`config.mk`:
```
export PLATFORM = sky130hd
export DESIGN_NAME = t1_rx_alarm_info_regs
export DESIGN_NICKNAME = d
export VERILOG_FILES = /design/src/hw/rx_info_pkg.sv /design/src/hw/clock_loss_detect.sv /design/src/hw/t1_rx_alarm_info_regs.sv
export VERILOG_INCLUDE_DIRS = /design/src /design/src/hw
export SDC_FILE = /design/constraint.sdc
export NUM_CORES = 1
export LEC_CHECK = 0
export BUFFER_PORTS_ARGS = -buffer_cell sky130_fd_sc_hd__buf_2
export CELL_PAD_IN_SITES_DETAIL_PLACEMENT = 1
export CELL_PAD_IN_SITES_GLOBAL_PLACEMENT = 1
export CORE_AREA = 2 2 129 93
export DETAILED_ROUTE_END_ITERATION = 8
export DIE_AREA = 0 0 131 95
export GPL_TIMING_DRIVEN = 1
export PLACE_DENSITY_LB_ADDON = 0.1
export REMOVE_ABC_BUFFERS = 1
export SLEW_MARGIN = 20
export SYNTH_ARGS = -nofsm -noshare
export SYNTH_HDL_FRONTEND = slang
export SYNTH_SLANG_ARGS = --single-unit
```
`constraint.sdc`:
```
create_clock -name aclk -period 2.9 [get_ports aclk]
set_input_delay 0.145 -clock aclk [delete_from_list [all_inputs] [get_ports aclk]]
set_output_delay 0.145 -clock aclk [all_outputs]
set_load 0.005 [all_outputs]
```
`src/hw/rx_info_defines.svh`:
```
/*
 * Constants of the receive information register bank: register indices,
 * field positions, reset values and timing counts.
 * Assumes an AXI4-Lite slave with 12-bit byte addresses, byte address = 4 x index.
 */
`ifndef RX_INFO_DEFINES_SVH
`define RX_INFO_DEFINES_SVH

// Register indices (byte address is four times the index)
`define CTRL_IDX 10'h000
`define RX_INFO3_A_IDX 10'h010
`define RX_INFO3_B_IDX 10'h0B0
`define RX_INFO2_B_IDX 10'h0D1

// Control register
`define CTRL_RESET 8'h00
`define CTRL_JA_LONG_BIT 0

// Second information register, framer B
`define SYNC_REGAINED_BIT 7
`define CARRIER_RESTORED_BIT 5
`define AIS_CLEARED_BIT 2

// Third information registers
`define LEVEL_HI_BIT 7
`define LEVEL_LO_BIT 6
`define JITTER_LIMIT_BIT 5
`define CLOCK_LOSS_BIT 4
`define LINE_CARRIER_BIT 3
`define AIS_CI_BIT 0

// Jitter attenuator depths and warning margin, in bits
`define JA_DEPTH_SHORT 8'h20
`define JA_DEPTH_LONG 8'h80
`define JA_LIMIT_MARGIN 8'h04

// Receive level thresholds in half-dB of attenuation: 7.5, 15, 22.5 dB
`define LEVEL_STEP1_HALFDB 8'h0F
`define LEVEL_STEP2_HALFDB 8'h1E
`define LEVEL_STEP3_HALFDB 8'h2D

// Receive clock loss time and derived cycle count (least time, rounded up)
`define CLK_PERIOD_PS 4000
`define CLOCK_LOSS_TIME_US 2
`define CLOCK_LOSS_CYCLES ((`CLOCK_LOSS_TIME_US * 1000000 + `CLK_PERIOD_PS - 1) / `CLK_PERIOD_PS)

// AXI responses
`define RESP_OKAY 2'b00
`define RESP_SLVERR 2'b10

`endif

```
`src/hw/rx_info_pkg.sv`:
```
/*
 * Types of the receive information register bank.
 * Assumes nothing beyond the constants header.
 */
package rx_info_pkg;
    // Read channel sequencing
    typedef enum logic [0:0] {
        RD_IDLE = 1'b0,
        RD_RESP = 1'b1
    } rd_state_t;

    // Index of the framer-B events that latch until read
    typedef enum logic [1:0] {
        EV_SYNC = 2'b00,
        EV_CARRIER = 2'b01,
        EV_AIS = 2'b10
    } latch_event_t;
endpackage

```
`src/hw/clock_loss_detect.sv`:
```
/*
 * Flags a receive clock that has shown no transition for the loss time.
 * Assumes the clock pin is sampled as an ordinary input synchronous to aclk.
 */
`include "rx_info_defines.svh"

module clock_loss_detect
    import rx_info_pkg::*;
(
    input wire logic aclk, // System clock
    input wire logic aresetn, // Synchronous reset, active low
    input wire logic clk_sample, // Sampled receive clock pin
    output logic loss // High while the clock is stuck
);
    localparam logic [8:0] LOSS_LIMIT = 9'(`CLOCK_LOSS_CYCLES);

    logic prev;
    logic [8:0] quiet_cnt;
    logic [8:0] next_quiet_cnt;

    // Quiet cycles since the last edge, saturating
    always_comb begin
        if (clk_sample != prev) begin
            next_quiet_cnt = 9'h000;
        end else if (quiet_cnt != LOSS_LIMIT) begin
            next_quiet_cnt = quiet_cnt + 9'h001;
        end else begin
            next_quiet_cnt = quiet_cnt;
        end
    end

    always_ff @(posedge aclk) begin
        if (!aresetn) begin
            prev <= 1'b0;
            quiet_cnt <= 9'h000;
            loss <= 1'b0;
        end else begin
            prev <= clk_sample;
            quiet_cnt <= next_quiet_cnt;
            loss <= (next_quiet_cnt == LOSS_LIMIT);
        end
    end
endmodule

```
`src/hw/t1_rx_alarm_info_regs.sv`:
```
/*
 * Receive information registers of a dual T1 framer, reached over AXI4-Lite.
 * Assumes framer status inputs are levels synchronous to aclk and that the
 * receive clock pins are sampled as ordinary inputs.
 */
// Local design decision: the AXI4-Lite slave port.
`include "rx_info_defines.svh"

module t1_rx_alarm_info_regs
    import rx_info_pkg::*;
(
    input wire logic aclk, // System clock, 250 MHz
    input wire logic aresetn, // Synchronous reset, active low
    input wire logic [11:0] awaddr, // Write address
    input wire logic [2:0] awprot, // Write protection, unused
    input wire logic awvalid, // Write address valid
    output logic awready, // Write address ready
    input wire logic [31:0] wdata, // Write data
    input wire logic [3:0] wstrb, // Write byte strobes
    input wire logic wvalid, // Write data valid
    output logic wready, // Write data ready
    output logic [1:0] bresp, // Write response
    output logic bvalid, // Write response valid
    input wire logic bready, // Write response ready
    input wire logic [11:0] araddr, // Read address
    input wire logic [2:0] arprot, // Read protection, unused
    input wire logic arvalid, // Read address valid
    output logic arready, // Read address ready
    output logic [31:0] rdata, // Read data
    output logic [1:0] rresp, // Read response
    output logic rvalid, // Read data valid
    input wire logic rready, // Read data ready
    input wire logic in_sync_b, // Framer B synchronized
    input wire logic carrier_loss_b, // Framer B receive carrier lost
    input wire logic blue_alarm_status_a, // Framer A unframed all-ones seen
    input wire logic blue_alarm_status_b, // Framer B unframed all-ones seen
    input wire logic ais_ci_pattern_a, // Framer A AIS-CI pattern seen
    input wire logic ais_ci_pattern_b, // Framer B AIS-CI pattern seen
    input wire logic rx_clock_in_a, // Framer A receive clock pin
    input wire logic rx_clock_in_b, // Framer B receive clock pin
    input wire logic [7:0] rx_atten_halfdb, // Received loss, half-dB steps
    input wire logic [7:0] ja_fill, // Jitter attenuator FIFO fill, bits
    input wire logic line_carrier_loss_in // Line interface carrier loss
);
    logic [7:0] ctrl;
    logic aw_held;
    logic w_held;
    logic [9:0] aw_idx;
    logic [31:0] wdata_q;
    logic [3:0] wstrb_q;
    logic wr_fire;
    rd_state_t rd_state;
    logic rd_is_info2b;
    logic [31:0] rd_word;
    logic rd_ok;
    logic [2:0] prev_status;
    logic [2:0] latch_event;
    logic [2:0] latch_clear;
    logic [2:0] latch_flag;
    logic rx_level_code_hi;
    logic rx_level_code_lo;
    logic jitter_fifo_limit_flag;
    logic line_carrier_loss_flag;
    logic [1:0] ais_ci_detect_flag;
    logic [1:0] rx_clock_loss_flag;
    logic [1:0] rx_clock_pins;
    logic [1:0] blue_pins;
    logic [1:0] ais_ci_pins;
    logic [7:0] ja_limit;
    logic [7:0] info2b;
    logic [7:0] info3a;
    logic [7:0] info3b;

    // Write channel handshakes; address and data taken in either order
    assign wr_fire = aw_held && w_held && !bvalid;

    always_ff @(posedge aclk) begin
        if (!aresetn) begin
            aw_held <= 1'b0;
            awready <= 1'b0;
            aw_idx <= 10'h000;
        end else if (awvalid && awready) begin
            aw_held <= 1'b1;
            awready <= 1'b0;
            aw_idx <= awaddr[11:2];
        end else begin
            aw_held <= aw_held && !wr_fire;
            awready <= !(aw_held && !wr_fire);
        end
    end

    always_ff @(posedge aclk) begin
        if (!aresetn) begin
            w_held <= 1'b0;
            wready <= 1'b0;
            wdata_q <= 32'h0000_0000;
            wstrb_q <= 4'h0;
        end else if (wvalid && wready) begin
            w_held <= 1'b1;
            wready <= 1'b0;
            wdata_q <= wdata;
            wstrb_q <= wstrb;
        end else begin
            w_held <= w_held && !wr_fire;
            wready <= !(w_held && !wr_fire);
        end
    end

    // Write response; unmapped addresses answer SLVERR
    always_ff @(posedge aclk) begin
        if (!aresetn) begin
            bvalid <= 1'b0;
            bresp <= `RESP_OKAY;
        end else if (wr_fire) begin
            bvalid <= 1'b1;
            case (aw_idx)
                `CTRL_IDX, `RX_INFO3_A_IDX, `RX_INFO3_B_IDX, `RX_INFO2_B_IDX: begin
                    bresp <= `RESP_OKAY;
                end
                default: begin
                    bresp <= `RESP_SLVERR;
                end
            endcase
        end else if (bvalid && bready) begin
            bvalid <= 1'b0;
        end
    end

    // Control register; information registers ignore writes
    always_ff @(posedge aclk) begin
        if (!aresetn) begin
            ctrl <= `CTRL_RESET;
        end else if (wr_fire && aw_idx == `CTRL_IDX && wstrb_q[0]) begin
            ctrl <= wdata_q[7:0];
        end
    end

    assign ja_limit = ctrl[`CTRL_JA_LONG_BIT] ? `JA_DEPTH_LONG : `JA_DEPTH_SHORT;

    // Edge sources for framer-B latched events
    always_ff @(posedge aclk) begin
        if (!aresetn) begin
            prev_status <= 3'b000;
        end else begin
            prev_status[EV_SYNC] <= in_sync_b;
            prev_status[EV_CARRIER] <= carrier_loss_b;
            prev_status[EV_AIS] <= blue_alarm_status_b;
        end
    end

    assign latch_event[EV_SYNC] = in_sync_b && !prev_status[EV_SYNC];
    assign latch_event[EV_CARRIER] = !carrier_loss_b && prev_status[EV_CARRIER];
    assign latch_event[EV_AIS] = !blue_alarm_status_b && prev_status[EV_AIS];

    // only reported bits clear on completed read
    assign latch_clear[EV_SYNC] = rvalid && rready && rd_is_info2b
        && rdata[`SYNC_REGAINED_BIT];
    assign latch_clear[EV_CARRIER] = rvalid && rready && rd_is_info2b
        && rdata[`CARRIER_RESTORED_BIT];
    assign latch_clear[EV_AIS] = rvalid && rready && rd_is_info2b
        && rdata[`AIS_CLEARED_BIT];

    for (genvar i = 0; i < 3; i++) begin : g_latch
        always_ff @(posedge aclk) begin
            if (!aresetn) begin
                latch_flag[i] <= 1'b0;
            end else begin
                latch_flag[i] <= latch_event[i] || (latch_flag[i] && !latch_clear[i]);
            end
        end
    end

    // Framer A level, jitter and line carrier status
    always_ff @(posedge aclk) begin
        if (!aresetn) begin
            rx_level_code_hi <= 1'b0;
            rx_level_code_lo <= 1'b0;
            jitter_fifo_limit_flag <= 1'b0;
            line_carrier_loss_flag <= 1'b0;
        end else begin
            rx_level_code_hi <= rx_atten_halfdb >= `LEVEL_STEP2_HALFDB;
            rx_level_code_lo <= (rx_atten_halfdb >= `LEVEL_STEP1_HALFDB
                && rx_atten_halfdb < `LEVEL_STEP2_HALFDB)
                || rx_atten_halfdb >= `LEVEL_STEP3_HALFDB;
            jitter_fifo_limit_flag <= ja_fill >= ja_limit - `JA_LIMIT_MARGIN;
            line_carrier_loss_flag <= line_carrier_loss_in;
        end
    end

    // Per-framer clock loss and AIS-CI
    assign rx_clock_pins = {rx_clock_in_b, rx_clock_in_a};
    assign blue_pins = {blue_alarm_status_b, blue_alarm_status_a};
    assign ais_ci_pins = {ais_ci_pattern_b, ais_ci_pattern_a};

    for (genvar f = 0; f < 2; f++) begin : g_framer
        clock_loss_detect u_loss (
            .aclk(aclk),
            .aresetn(aresetn),
            .clk_sample(rx_clock_pins[f]),
            .loss(rx_clock_loss_flag[f])
        );

        always_ff @(posedge aclk) begin
            if (!aresetn) begin
                ais_ci_detect_flag[f] <= 1'b0;
            end else begin
                ais_ci_detect_flag[f] <= ais_ci_pins[f] && blue_pins[f];
            end
        end
    end

    always_comb begin
        info2b = 8'h00;
        info2b[`SYNC_REGAINED_BIT] = latch_flag[EV_SYNC];
        info2b[`CARRIER_RESTORED_BIT] = latch_flag[EV_CARRIER];
        info2b[`AIS_CLEARED_BIT] = latch_flag[EV_AIS];
        info3a = 8'h00;
        // upper code bit at bit 7
        info3a[`LEVEL_HI_BIT] = rx_level_code_hi;
        info3a[`LEVEL_LO_BIT] = rx_level_code_lo;
        info3a[`JITTER_LIMIT_BIT] = jitter_fifo_limit_flag;
        info3a[`CLOCK_LOSS_BIT] = rx_clock_loss_flag[0];
        info3a[`LINE_CARRIER_BIT] = line_carrier_loss_flag;
        info3a[`AIS_CI_BIT] = ais_ci_detect_flag[0];
        info3b = 8'h00;
        info3b[`CLOCK_LOSS_BIT] = rx_clock_loss_flag[1];
        info3b[`AIS_CI_BIT] = ais_ci_detect_flag[1];
    end

    // Read decode
    always_comb begin
        rd_word = 32'h0000_0000;
        rd_ok = 1'b1;
        unique case (araddr[11:2])
            `CTRL_IDX: rd_word[7:0] = ctrl;
            `RX_INFO3_A_IDX: rd_word[7:0] = info3a;
            `RX_INFO3_B_IDX: rd_word[7:0] = info3b;
            `RX_INFO2_B_IDX: rd_word[7:0] = info2b;
            default: rd_ok = 1'b0;
        endcase
    end

    // Read channel: data captured when the address is taken
    always_ff @(posedge aclk) begin
        if (!aresetn) begin
            rd_state <= RD_IDLE;
            arready <= 1'b0;
            rvalid <= 1'b0;
            rdata <= 32'h0000_0000;
            rresp <= `RESP_OKAY;
            rd_is_info2b <= 1'b0;
        end else begin
            unique case (rd_state)
                RD_IDLE: begin
                    arready <= 1'b1;
                    if (arvalid && arready) begin
                        rd_state <= RD_RESP;
                        arready <= 1'b0;
                        rvalid <= 1'b1;
                        rdata <= rd_word;
                        rresp <= rd_ok ? `RESP_OKAY : `RESP_SLVERR;
                        rd_is_info2b <= araddr[11:2] == `RX_INFO2_B_IDX;
                    end
                end
                RD_RESP: begin
                    if (rready) begin
                        rd_state <= RD_IDLE;
                        rvalid <= 1'b0;
                        arready <= 1'b1;
                        rd_is_info2b <= 1'b0;
                    end
                end
            endcase
        end
    end
endmodule

```
# [Word level (Yosys, flattened, before mapping)]
# Cells that the tools add are included.
# W data, S select, Z words.
[op_classes] n_addsub=3 multipliers=0 div=0 n_lt_le_gt_ge=5 n_eq_ne=14 shift=0 muxes=24 bitwise_logic=2 reduce_logical=47
[ops] operator="$eq A10 B8 Y1 const B" count=4
[ops] operator="$mux W9" count=4
[ops] operator="$pmux W8 S4" count=1
[ops] operator="$logic_and A1 B1 Y1" count=24
[ops] operator="$eq A10 B5 Y1 const B" count=2
[ops] operator="$logic_not A10 Y1" count=2
[ops] operator="$add A9 B1 Y9 const B" count=2
[ops] operator="$eq A9 B9 Y1 const B" count=2
[ops] operator="$ne A9 B9 Y1 const B" count=2
[ops] operator="$mux W1" count=12
[ops] operator="$logic_not A1 Y1" count=10
[ops] operator="$ge A8 B4 Y1 const B" count=1
[ops] operator="$ge A8 B5 Y1 const B" count=1
[ops] operator="$ge A8 B6 Y1 const B" count=1
[ops] operator="$ge A8 B8 Y1" count=1
[ops] operator="$lt A8 B5 Y1 const B" count=1
[ops] operator="$mux W8" count=1
[ops] operator="$pmux W1 S2" count=4
[ops] operator="$reduce_or A4 Y1" count=2
[ops] operator="$sub A8 B3 Y8 const B" count=1
[ops] operator="$logic_or A1 B1 Y1" count=4
[ops] operator="$mux W2" count=2
[ops] operator="$ne A2 B2 Y1 const B" count=2
[ops] operator="$reduce_and A2 Y1" count=2
[ops] operator="other kinds (4)" count=7
[word_totals] register_bits=82 latchBits=0 ramBits=0 mem_bits_ro=0 output_inout_bits=41 word_cells=127 mem_count=0

# [Longest topological paths before layout]
[logic_depth] word_depth=6 ltp_mapped=7 ltp_nobuf=6

# [Modules after synthesis]
# Synthesis repeated with hierarchy kept, for this count alone.
[hier_totals] hier_cells=439 hier_area_um2=3693.5
[by_module_without_submodules] module="t1_rx_alarm_info_regs" instances=1 cells_each=307 area_each_um2=2560.0 seq_area_each_um2=1161.1
[by_module_without_submodules] module="clock_loss_detect" instances=2 cells_each=66 area_each_um2=566.8 seq_area_each_um2=220.2

# [Worst setup path before layout]
# OpenSTA, ideal clock, no wires.
[synth_path] kind="register -> register" startpoint="register g_framer[0].u_loss.quiet_cnt[0]" endpoint="register g_framer[0].u_loss.loss" setup_ps=61 t_arrival_ps=1629 t_required_ps=2839 path_slack_ps=1210 path_stages_with_launch=6 period_less_slack_ps=1690 cell_sequence="dfxtp_1 -> ha_1 -> nand3_2 -> or4_1 -> a21oi_2 -> and4_1"
[synth_between] elab_chain_len=4
[synth_lines] item="start: declaration" line_no="clock_loss_detect.sv:18" rtl="logic [8:0] quiet_cnt;"
[synth_lines] item="start signal: assignment" line_no="clock_loss_detect.sv:39" rtl="quiet_cnt <= next_quiet_cnt;"
[synth_lines] item="$add A9 B1 Y9 or $ne A9 B9 Y1 (tied branches)" line_no="clock_loss_detect.sv:26, clock_loss_detect.sv:25"
[synth_lines] item="$mux W9 *" line_no="clock_loss_detect.sv:25" rtl="end else if (quiet_cnt != LOSS_LIMIT) begin"
[synth_lines] item="$mux W9 *" line_no="clock_loss_detect.sv:23" rtl="if (clk_sample != prev) begin"
[synth_lines] item="$eq A9 B9 Y1 *" line_no="clock_loss_detect.sv:40" rtl="loss <= (next_quiet_cnt == LOSS_LIMIT);"
[synth_lines] item="end signal: assignment" line_no="clock_loss_detect.sv:40"
[synth_lines] item="end: declaration" line_no="clock_loss_detect.sv:13" rtl="output logic loss"
# Every way passes the cells marked *; elsewhere a longest branch is shown, timed or not.
# A chain may end at the register's enable or synchronous reset.

# [Worst setup path in the final report]
# Same ends and word-level chain as after synthesis.

==> impl_metrics.json <==
{
  "cts_tree": "done",
  "ys.flop_type": "dfxtp_1",
  "num_rows": 33,
  "r2r_start": "g_framer[0].u_loss.quiet_cnt[0]$_SDFF_PN0_",
  "relSlewSlack_pct": 46.6,
  "place.port_buffers": 73,
  "num_antenna_cells": 0,
  "slowest_stage": "or4_1",
  "power.share.clock_pct": 45.0,
  "maxCapViolations": 0,
  "hold_buffers": 0,
  "syn_to_final_growth_pct": 18.7,
  "cts-root-buf": "clkbuf_16",
  "hold_slack_ns": 0.0171,
  "outcome": "completed",
  "reg2reg_depth": 5,
  "crit_arrival_ns": 2.18,
  "pwr-share-seq_pct": 46.8,
  "track_usage_pct": 16.0,
  "drt_iter0_markers": 106,
  "grt-ovfl-total": 0,
  "netlist_area_um2": 3640,
  "finalHoldViolations": 0,
  "worst_slack_ns": 0.998,
  "min_period_over_period_pct": 65.6,
  "hold_path_end": "prev_status[0]$_SDFF_PN0_",
  "drive_above_1_share_pct": 19.6,
  "required_ns": 3.18,
  "power.internal_mw": 1.88,
  "dpl.cell_count": 651,
  "finalSetupViolCount": 0,
  "crit_type": "flop to flop",
  "leakage_nw": 1.68,
  "grt_pass1_wl_mm": 15.3,
  "synth_cell_types": 57,
  "design.core.area_um2": 11400,
  "grt_antenna_before_repair": 0,
  "crit_path_max_incr_delay_ns": 0.55,
  "cts_made_buffers": 9,
  "cts_resized": 0,
  "ant_nets": 0,
  "r2r_end": "g_framer[0].u_loss.loss$_SDFF_PN0_",
  "fin_util_pct": 38.1,
  "dieArea_um2": 12400,
  "r2r_setup_slack_ns": 1.0,
  "htreeDepth": 3,
  "yosys_warnings": 0,
  "synth_top_cell_by_area": "dfxtp_1",
  "cp_cell_sequence": "ha_1 -> nand3_2 -> or4_1 -> a21oi_2 -> and4_1",
  "path_clk_slew_ns": 0.06,
  "synthArstFlopShare_pct": 0,
  "wl_mm": 9.40,
  "cp-start-kind": "flop",
  "die_h_um": 95,
  "postPlaceCellArea_um2": 4040,
  "worstHoldStart": "in_sync_b",
  "hold_path_depth": 2,
  "crit_fanout": 7,
  "finClkSkew_ns": 0.00766,
  "drv_slew": 0,
  "dpl.hpwl_mm": 6.87,
  "postSynthCellCount": 437,
  "worst-slew-pin-transition_ns": 0.794,
  "drc": 0,
  "final_area_um2": 4320,
  "yosysTopAreaCellShare_pct": 44.0,
  "final_nets": 609,
  "fmax_mhz": 526,
  "dr_total_vias": 3206,
  "post_cts_buffers": 0,
  "end_kind": "flop",
  "place_congestion": 0.809,
  "finalCriticalPeriod_ns": 1.90,
  "power_density_nw_per_um2": 574,
  "syn_avg_cell_area_um2": 8.33,
  "routedWlPerCell_um": 14.1,
  "instances_no_fill": 666,
  "ys_ff_latch": 80,
  "grt_pass1_vias": 3051,
  "swShare_pct": 24.3,
  "yosys-top-cells-area": "dfxtp_1 44%, nand2_1 7.1%, a21oi_1 6.3%",
  "p_comb_share_pct": 8.2,
  "p_sw_uw": 603,
  "drt-pass1-iter-count": 4,
  "ios": 139,
  "start_util_pct": 32.1,
  "cts.sinks": 80,
  "clock_latency_ns": 0.34,
  "ir_drop_v": 0.000264,
  "grt_setup_unrepaired": "no",
  "total_power_mw": 2.48,
  "synth_edf_count": 0,
  "dp_slack_ns": 0.990,
  "clk_path_buf_depth": 2,
  "die_w_um": 131,
  "viasPerCell": 4.81,
  "synth-seq-area-share_pct": 44.0,
  "grt_start_max_net_pins": 42,
  "min_path_type": "input port to flop",
  "setup_tns_ns": 0
}
## layer usage
layer / vias to the layer above / share of wire [%] / global-route usage, %
met5: - / 0 / 0
li1: 1610 / - / -
met2: 74 / 45 / 25.3
met4: 0 / 0.93 / 3.99
met3: 10 / 5.4 / 4.76
met1: 1512 / 49 / 21.3
## synth_stat cells (all sizes together) (2+ instances only)
master  instances
dfxtp          80
nand2          70
a21oi          47
buf            30
nor2           26
o21ai          25
nand3          20
and2           14
clkbuf         12
nor3           10
inv             7
and3            6
ha              6
nand2b          6
nand4           6
xnor2           6
a22oi           5
a31oi           5
o21a            5
mux2i           4
nor2b           4
and3b           3
mux2            3
nand3b          3
nor4            3
or3             3
or4             3
a211oi          2
and4            2
nand4b          2
o211a           2
o221ai          2
xor2            2
## kinds of logic after synthesis
| logic type | share of synthesized area (%) |
|---|---|
| XOR/XNOR | 1.92 |
| multiplexers | 2.03 |
| buffers and inverters | 8.21 |
| AO/OA/AOI/OAI | 16.5 |
| adder cells (fa/ha/maj) | 2.06 |
| AND/OR/NAND/NOR | 25.2 |
| other | 0.103 |
| flip-flops | 44.0 |
## sequential cells by signal (all words and copies together), names as in the netlist, 2 cells and up
name,cells
g_framer.u_loss.quiet_cnt,18
aw_idx,10
ctrl,8
rdata,8
wdata_q,8
info2b,3
prev_status,3
ais_ci_detect_flag,2
g_framer.u_loss.loss,2
g_framer.u_loss.prev,2
## cell usage in the layout (no fill, tap or decap), drive strengths merged, types with 2 or more instances in the layout
cell / instances
buf: 74
and3b: 3
nand2: 70
a211oi: 2
a22oi: 5
nand4b: 2
a31oi: 5
nor4: 3
or4: 3
nor3: 10
nand4: 6
xor2: 2
and4: 2
nor2b: 4
inv: 7
nand2b: 6
o211a: 2
clkinv: 3
o21ai: 25
mux2: 3
and2: 14
ha: 6
clkinvlp: 2
clkbuf: 10
xnor2: 6
nand3b: 3
nand3: 20
o21a: 5
or3: 3
conb: 26
a21oi: 47
o221ai: 2
dfxtp: 80
and3: 6
mux2i: 4
nor2: 26
## power groups by stage
stage	clock (mW)	combinational (mW)	sequential (mW)
6_report	1.12	0.204	1.16
5_1_grt	1.20	0.237	1.17
4_1_cts	1.16	0.207	1.16
3_5_place_dp	0	0.206	1.19
3_3_place_gp	0	0.200	1.18
2_1_floorplan	0	0.110	1.18
## critical path: cells and delay by family (launching register included)
family	cells	cell delay, ns
flip-flops	1	0.46
adder cells (fa/ha/maj)	1	0.31
AO/OA/AOI/OAI	1	0.17
AND/OR/NAND/NOR	3	0.91
## worst max-delay path by stage
stage,from,slack (ns),endpoint
after global routing,g_framer[1].u_loss.quiet_cnt[0]$_SDFF_PN0_,0.85,g_framer[1].u_loss.loss$_SDFF_PN0_
final,g_framer[0].u_loss.quiet_cnt[0]$_SDFF_PN0_,1.0,g_framer[0].u_loss.loss$_SDFF_PN0_
after global placement,g_framer[0].u_loss.quiet_cnt[0]$_SDFF_PN0_,1.04,g_framer[0].u_loss.loss$_SDFF_PN0_
after CTS,g_framer[0].u_loss.quiet_cnt[0]$_SDFF_PN0_,0.99,g_framer[0].u_loss.loss$_SDFF_PN0_
after detailed placement,g_framer[0].u_loss.quiet_cnt[0]$_SDFF_PN0_,0.99,g_framer[0].u_loss.loss$_SDFF_PN0_
after floorplan,g_framer[0].u_loss.quiet_cnt[0]$_SDFF_PN0_,1.21,g_framer[0].u_loss.loss$_SDFF_PN0_
## cell type report
type                       count  area (um^2)
inverter                       8         30.0
sequential                    80         1600
fill                        1397         7030
clock inverter                 5         58.8
timing repair buffer          74          373
tap                          157          196
clock buffer                  10          229
multi-input combinational    332         1830
(Power assumes the default switching activity.)
